## config.mk

```make
export PLATFORM = sky130hd
export DESIGN_NAME = dcp_top
export DESIGN_NICKNAME = d
export VERILOG_FILES = /design/src/inc/dcp_pkg.sv /design/src/inc/dcp_tick_if.sv /design/src/design/dcp_timebase.sv /design/src/design/dcp_top.sv
export SDC_FILE = /design/constraint.sdc
export NUM_CORES = 1
export LEC_CHECK = 0
export ABC_AREA = 1
export BUFFER_PORTS_ARGS = -buffer_cell sky130_fd_sc_hd__buf_4
export CAP_MARGIN = 20
export CORE_MARGIN = 5
export CORE_UTILIZATION = 25
export DETAILED_ROUTE_END_ITERATION = 6
export SYNTH_ARGS = -nofsm -noshare
export SYNTH_HDL_FRONTEND = slang
export SYNTH_SLANG_ARGS = --single-unit
```

## constraint.sdc

```tcl
create_clock -name hclk -period 2.09 [get_ports hclk]
set_clock_uncertainty 0.1 [all_clocks]
set_input_delay 0.1045 -clock hclk [delete_from_list [all_inputs] [get_ports hclk]]
set_output_delay 0.1045 -clock hclk [all_outputs]
set_load 0.1 [all_outputs]
```

## src/inc/dcp_pkg.sv

```systemverilog
// package: register map, reset values and timing constants of the dual channel pwm
package dcp_pkg;
  localparam int unsigned DATA_W         = 8;
  // printed offsets 0xfc, 0xfd, 0xfe are not all multiples of four: they are indices
  localparam logic [7:0]  IDX_DUTY_CH0   = 8'hfc;
  localparam logic [7:0]  IDX_DUTY_CH1   = 8'hfd;
  localparam logic [7:0]  IDX_PRESCALE   = 8'hfe;
  localparam logic [9:0]  ADDR_DUTY_CH0  = {IDX_DUTY_CH0, 2'b00};
  localparam logic [9:0]  ADDR_DUTY_CH1  = {IDX_DUTY_CH1, 2'b00};
  localparam logic [9:0]  ADDR_PRESCALE  = {IDX_PRESCALE, 2'b00};
  localparam logic [7:0]  RST_DUTY       = 8'h00;
  localparam logic [7:0]  RST_PRESCALE   = 8'h00;
  localparam logic [7:0]  CNT_LAST       = 8'hfe;
  localparam logic [7:0]  CNT_FIRST      = 8'h00;
  localparam logic [1:0]  HTRANS_NONSEQ  = 2'h2;
  localparam logic [2:0]  HSIZE_WORD     = 3'h2;
  localparam int unsigned CLK_FREQ_HZ    = 10000000;
  typedef logic [DATA_W-1:0] dcp_byte_t;
endpackage

```

## src/inc/dcp_tick_if.sv

```systemverilog
// interface: tick strobes and shared counter between the timebase and the channels
`timescale 1ns/1ps
interface dcp_tick_if;
  logic               cnt_tick;
  logic [7:0]         cnt_value;
  modport src (output cnt_tick, output cnt_value);
  modport snk (input cnt_tick, input cnt_value);
endinterface

```

## src/design/dcp_timebase.sv

```systemverilog
// shared timebase: divide-by-two, reloading prescaler and modulo-255 counter
`timescale 1ns/1ps
module dcp_timebase (
  input  wire logic         hclk,
  input  wire logic         hresetn,
  input  wire logic [7:0]   prescale_reload,
  dcp_tick_if.src           tb
);
  import dcp_pkg::*;

  logic       half_reg;
  logic [7:0] pre_reg;
  logic [7:0] cnt_reg;
  logic       tick_reg;

  wire pre_done = half_reg && (pre_reg == 8'h00);
  wire cnt_wrap = (cnt_reg == CNT_LAST);

  always_ff @(posedge hclk or negedge hresetn) begin
    if (!hresetn) begin
      half_reg <= 1'b0;
      pre_reg  <= 8'h00;
      cnt_reg  <= CNT_FIRST;
      tick_reg <= 1'b0;
    end else begin
      half_reg <= ~half_reg;
      tick_reg <= pre_done;
      if (pre_done) begin
        pre_reg <= prescale_reload;
      end else if (half_reg) begin
        pre_reg <= pre_reg - 8'h01;
      end
      if (pre_done) begin
        cnt_reg <= cnt_wrap ? CNT_FIRST : cnt_reg + 8'h01;
      end
    end
  end

  assign tb.cnt_tick  = tick_reg;
  assign tb.cnt_value = cnt_reg;
endmodule

```

## src/design/dcp_top.sv

```systemverilog
// dual channel pwm: ahb-lite register slave, shared timebase, two active-low outputs
//
// What this block does
// - 8-bit prescaler divides by reload plus one
// - counter advances only on prescaler ticks
// - one prescaler and counter serve both channels
// - counter counts 0 to 254 then wraps
// - output low while duty exceeds counter
// - output high while duty not above counter
// - duty 00 always high, ff always low
// - period is 2 x (reload+1) x 255 clocks
// - duty write takes effect at once, unbuffered
// - prescaler read returns reload, not count
// - output pins serve no alternate function
//
// Implementation choice: register access over AHB-Lite.
`timescale 1ns/1ps
module dcp_top (
  input  wire logic                hclk,
  input  wire logic                hresetn,
  input  wire logic                hsel,
  input  wire logic [31:0]         haddr,
  input  wire logic [1:0]          htrans,
  input  wire logic                hwrite,
  input  wire logic [2:0]          hsize,
  input  wire logic [31:0]         hwdata,
  input  wire logic                hready,
  output logic      [31:0]         hrdata,
  output logic                     hreadyout,
  output logic                     hresp,
  output logic                     pwm_channel_output_n0,
  output logic                     pwm_channel_output_n1
);
  import dcp_pkg::*;

  dcp_tick_if tb ();

  dcp_byte_t  pwm_duty_ch0_reg;
  dcp_byte_t  pwm_duty_ch1_reg;
  dcp_byte_t  pwm_prescale_reload_reg;
  logic       wr_pend_reg;
  logic [9:0] wr_addr_reg;
  logic [31:0] hrdata_reg;
  logic       out0_reg;
  logic       out1_reg;

  function automatic logic dcp_low(input logic [7:0] duty, input logic [7:0] cnt);
    dcp_low = duty > cnt;
  endfunction

  // address phase decode
  wire        take      = hsel && hready && (htrans == HTRANS_NONSEQ);
  wire [9:0]  a_word    = haddr[9:0];
  wire        hit_d0    = (a_word == ADDR_DUTY_CH0);
  wire        hit_d1    = (a_word == ADDR_DUTY_CH1);
  wire        hit_pre   = (a_word == ADDR_PRESCALE);
  wire        in_range  = (haddr[31:10] == 22'h000000);
  wire [7:0]  rd_byte   = !in_range ? 8'h00 :
                          hit_d0    ? pwm_duty_ch0_reg :
                          hit_d1    ? pwm_duty_ch1_reg :
                          hit_pre   ? pwm_prescale_reload_reg : 8'h00;
  wire        wr_d0     = wr_pend_reg && (wr_addr_reg == ADDR_DUTY_CH0);
  wire        wr_d1     = wr_pend_reg && (wr_addr_reg == ADDR_DUTY_CH1);
  wire        wr_pre    = wr_pend_reg && (wr_addr_reg == ADDR_PRESCALE);

  // zero wait states; unmapped reads give zero, unmapped writes are dropped
  always_ff @(posedge hclk or negedge hresetn) begin
    if (!hresetn) begin
      wr_pend_reg <= 1'b0;
      wr_addr_reg <= 10'h000;
      hrdata_reg  <= 32'h00000000;
    end else begin
      wr_pend_reg <= take && hwrite && in_range && (hsize == HSIZE_WORD);
      wr_addr_reg <= a_word;
      if (take && !hwrite) begin
        hrdata_reg <= {24'h000000, rd_byte};
      end
    end
  end

  always_ff @(posedge hclk or negedge hresetn) begin
    if (!hresetn) begin
      pwm_duty_ch0_reg        <= RST_DUTY;
      pwm_duty_ch1_reg        <= RST_DUTY;
      pwm_prescale_reload_reg <= RST_PRESCALE;
    end else begin
      if (wr_d0) begin
        pwm_duty_ch0_reg <= hwdata[7:0];
      end
      if (wr_d1) begin
        pwm_duty_ch1_reg <= hwdata[7:0];
      end
      if (wr_pre) begin
        pwm_prescale_reload_reg <= hwdata[7:0];
      end
    end
  end

  dcp_timebase u_timebase (
    .hclk            (hclk),
    .hresetn         (hresetn),
    .prescale_reload (pwm_prescale_reload_reg),
    .tb              (tb.src)
  );

  // compare every cycle, so a new duty shows on the next edge
  always_ff @(posedge hclk or negedge hresetn) begin
    if (!hresetn) begin
      out0_reg <= 1'b1;
      out1_reg <= 1'b1;
    end else begin
      out0_reg <= ~dcp_low(pwm_duty_ch0_reg, tb.cnt_value);
      out1_reg <= ~dcp_low(pwm_duty_ch1_reg, tb.cnt_value);
    end
  end

  assign hrdata                = hrdata_reg;
  assign hreadyout             = 1'b1;
  assign hresp                 = 1'b0;
  // dedicated push-pull pins, no alternate mux
  assign pwm_channel_output_n0 = out0_reg;
  assign pwm_channel_output_n1 = out1_reg;
endmodule

```

==> impl_metrics.toml <==
[outcome]
status = "finished, final reports clean"

[clock_tree]
tritoncts = "yes"
cts_root_buf = "clkbuf_16"
numCtsBuffers = 9
clock_latency_ns = 0.32
clkSinkCount = 62
path_clk_slew_ns = 0.05
post_cts_buffers = 0
clockBufferDepth = 2
cts_htree_levels = 3

[sta]
tns_ns = 0
worstMarginPinSlew_ns = 0.793
finalMaxSlewViolations = 0
timing.slew.headroom_pct = 47.1
clock.fmax_mhz = 491
finalHoldViolCount = 0
whs_ns = 0.00928
setup_viol = 0
min_period_ns = 2.04
min_period_over_period_pct = 97.5

[placed_design]
dpl.hpwl_um = 6560
globalplace.congestion = 0.830
io_buffers = 59

[worst_setup_path]
cp.arrival_ns = 2.17
startpoint_type = "input pin"
cp-startpoint = "hsize[2]"
r2r_slack_ns = 0.27
ff2ff_path_depth = 8
critPathKind = "input pin to flop"
rr_endpoint = "u_timebase.pre_reg[7]"
critPathCaptureType = "flop"
timing.rr.start = "u_timebase.pre_reg[0]"
cp_max_fo = 1
critical_path_required_ns = 2.22
crit_path_end = "wr_pend_reg"

[hold_path]
hold_path.class = "input pin to flop"

[grt]
gr-total-overflow = 0
antenna_found_initial = 0
grt_pass1_wl_um = 14400
grt_usage_pct = 9.95
grt_max_degree = 63
grt_pass1_vias = 2974

[drt]
vias_per_cell = 4.42
route.met3.wl_um = 511
highest_layer = "met4"
met2WireLength_um = 4390
drt_iter0_drc = 144
antenna_left = 0
route.vias.total = 3046
drt-met1-wl_um = 3690
drt-pass1-iter-count = 4
routed_wl_um = 8670
wire_per_inst_um = 12.6
route.detailed.drc = 0

[synthesis]
syn_area_per_cell_um2 = 8.66
ys_async_sr_fraction_pct = 100
yosysWarnings = 0
ys_ff_latch = 62
synth_cells = 425
seq_area_frac_synth_pct = 42.2
netlist_area_mm2 = 0.00368
synthDistinctLibCells = 38
synth-edff-count = 0
synthFlopType = "dfrtp_1"

[finish]
fin_util_pct = 31.9
nets = 595
diodes = 0
syn_to_final_growth_pct = 25.5
layout-drive-gt1-share_pct = 24.4
largest_reg_flops = 10

[floorplan]
core_area_mm2 = 0.0145
initial_utilization_pct = 25.4
chipWidth_um = 131
ioPinCount = 110
die_y_um = 131
rows = 44
dieArea_mm2 = 0.0173

[power]
power.leakage_nw = 2.24
powerDensity_mw_per_mm2 = 638
irDropWorstVdd_mv = 0.335

[flow_run]
drv_cap = 0
-- worst min-delay path by stage --
stage / from / cells past startpoint / slack [ns] / to
floorplan: hresetn / 0 / -0.29 / hrdata[0]
detailed placement: haddr[1] / 1 / 0.13 / wr_addr_reg[1]
finish: hwdata[4] / 3 / 0.009 / pwm_prescale_reload_reg[4]
global placement: haddr[7] / 1 / 0.12 / wr_addr_reg[7]
global route: hwdata[4] / 3 / 0.02 / pwm_duty_ch0_reg[4]
CTS: hwdata[4] / 3 / 0.006 / pwm_prescale_reload_reg[4]
-- layer usage --
| metal | global-route usage [%] | vias up |
|---|---|---|
| li1 | - | 1542 |
| met5 | 0 | - |
| met4 | 2.91 | 0 |
| met3 | 2.68 | 4 |
| met2 | 17.0 | 85 |
| met1 | 12.3 | 1415 |
-- cell families (layout without fill, tap and decap cells) --
family	Yosys count	in the layout	synth area share [%]
xor gates and xnor gates	2	2	0.476
buffers and inverters	77	133	12.1
AOI/OAI and AO/OA	62	62	11.8
adders and majority gates	19	19	6.46
other	2	26	0.204
and+or+nand+nor	201	201	26.8
DFF	62	62	42.2
-- synth_stat cells, types with 2 or more instances --
library cell | number | share of area (%)
nor3_1 | 2 | 0.27
nor2_1 | 29 | 3.0
a21oi_1 | 8 | 1.1
o21ai_1 | 6 | 0.82
nor3_4 | 2 | 0.88
buf_2 | 2 | 0.27
inv_2 | 2 | 0.20
o21ai_0 | 14 | 1.9
nor2_2 | 3 | 0.51
inv_1 | 37 | 3.8
nand2_1 | 88 | 9.0
conb_1 | 2 | 0.20
o22ai_1 | 2 | 0.34
o211ai_2 | 2 | 0.68
o211ai_1 | 2 | 0.41
xor2_1 | 2 | 0.48
dfrtp_1 | 60 | 41
o21ai_2 | 25 | 5.9
nand4_1 | 33 | 5.6
a21boi_0 | 2 | 0.41
nand3_1 | 32 | 4.3
ha_1 | 19 | 6.5
nand2_2 | 3 | 0.51
buf_6 | 6 | 1.8
dfstp_2 | 2 | 1.4
buf_4 | 28 | 5.7
-- worst max-delay path, stage by stage --
cell and delay [ns]:
dlygate4sd3_1 0.54, buf_4 0.13, nor2_1 0.08, dlygate4sd3_1 0.54
nand3_1 0.06, dlygate4sd3_1 0.57, nor3_2 0.16
-- where the power goes --
group	internal (W)	leakage, nW	total (W)	switching (W)
logic	0.0000864	1.42	0.000372	0.000285
registers	0.00121	0.682	0.00122	0.00000328
clock network	0.000883	0.138	0.00136	0.000480
total	0.00218	2.24	0.00295	0.000768
-- what timing repair did --
action | 4_1_cts | 5_1_grt
hold endpoints to repair | 71 | 0
setup endpoints to repair | 0 | 1
hold buffers | 16 | 0
resized for setup | 0 | 1
-- area by class of cell --
class	count	area [um^2]
clock buffer	13	270
clock inverter	1	5.00
fill	1480	9860
inverter	41	156
multi-input combinational	310	1780
sequential	62	1550
tap	184	230
timing repair buffer	78	626
-- through the flow --
step | std cells | total power (W) | area (um^2) | worst slack, ns
after floorplan | 449 | 0.00152 | 3770 | 0.565
after global placement | 659 | 0.00158 | 4180 | 0.318
after detailed placement | 659 | 0.00159 | 4180 | 0.286
after CTS | 689 | 0.00298 | 4620 | 0.0952
after global routing | 689 | 0.00305 | 4620 | -0.0156
final | 689 | 0.00295 | 4620 | 0.0520
-- cell usage in the layout, fill, tap and decap left out, drive strengths merged, types with 2 or more instances in the layout --
| cell type | synthesis | final |
|---|---|---|
| nand2 | 92 | 92 |
| buf | 36 | 62 |
| dfrtp | 60 | 60 |
| o21ai | 45 | 45 |
| inv | 40 | 40 |
| nand4 | 34 | 34 |
| nand3 | 33 | 33 |
| nor2 | 33 | 33 |
| conb | 2 | 26 |
| ha | 19 | 19 |
| dlygate4sd3 | 0 | 16 |
| clkbuf | 0 | 13 |
| a21oi | 9 | 9 |
| nor3 | 5 | 5 |
| o211ai | 4 | 4 |
| a21boi | 2 | 2 |
| xor2 | 2 | 2 |
| o22ai | 2 | 2 |
| dfstp | 2 | 2 |
| or2 | 2 | 2 |
| clkinv | 1 | 2 |
No activity file was read; power rests on OpenSTA's default activity.
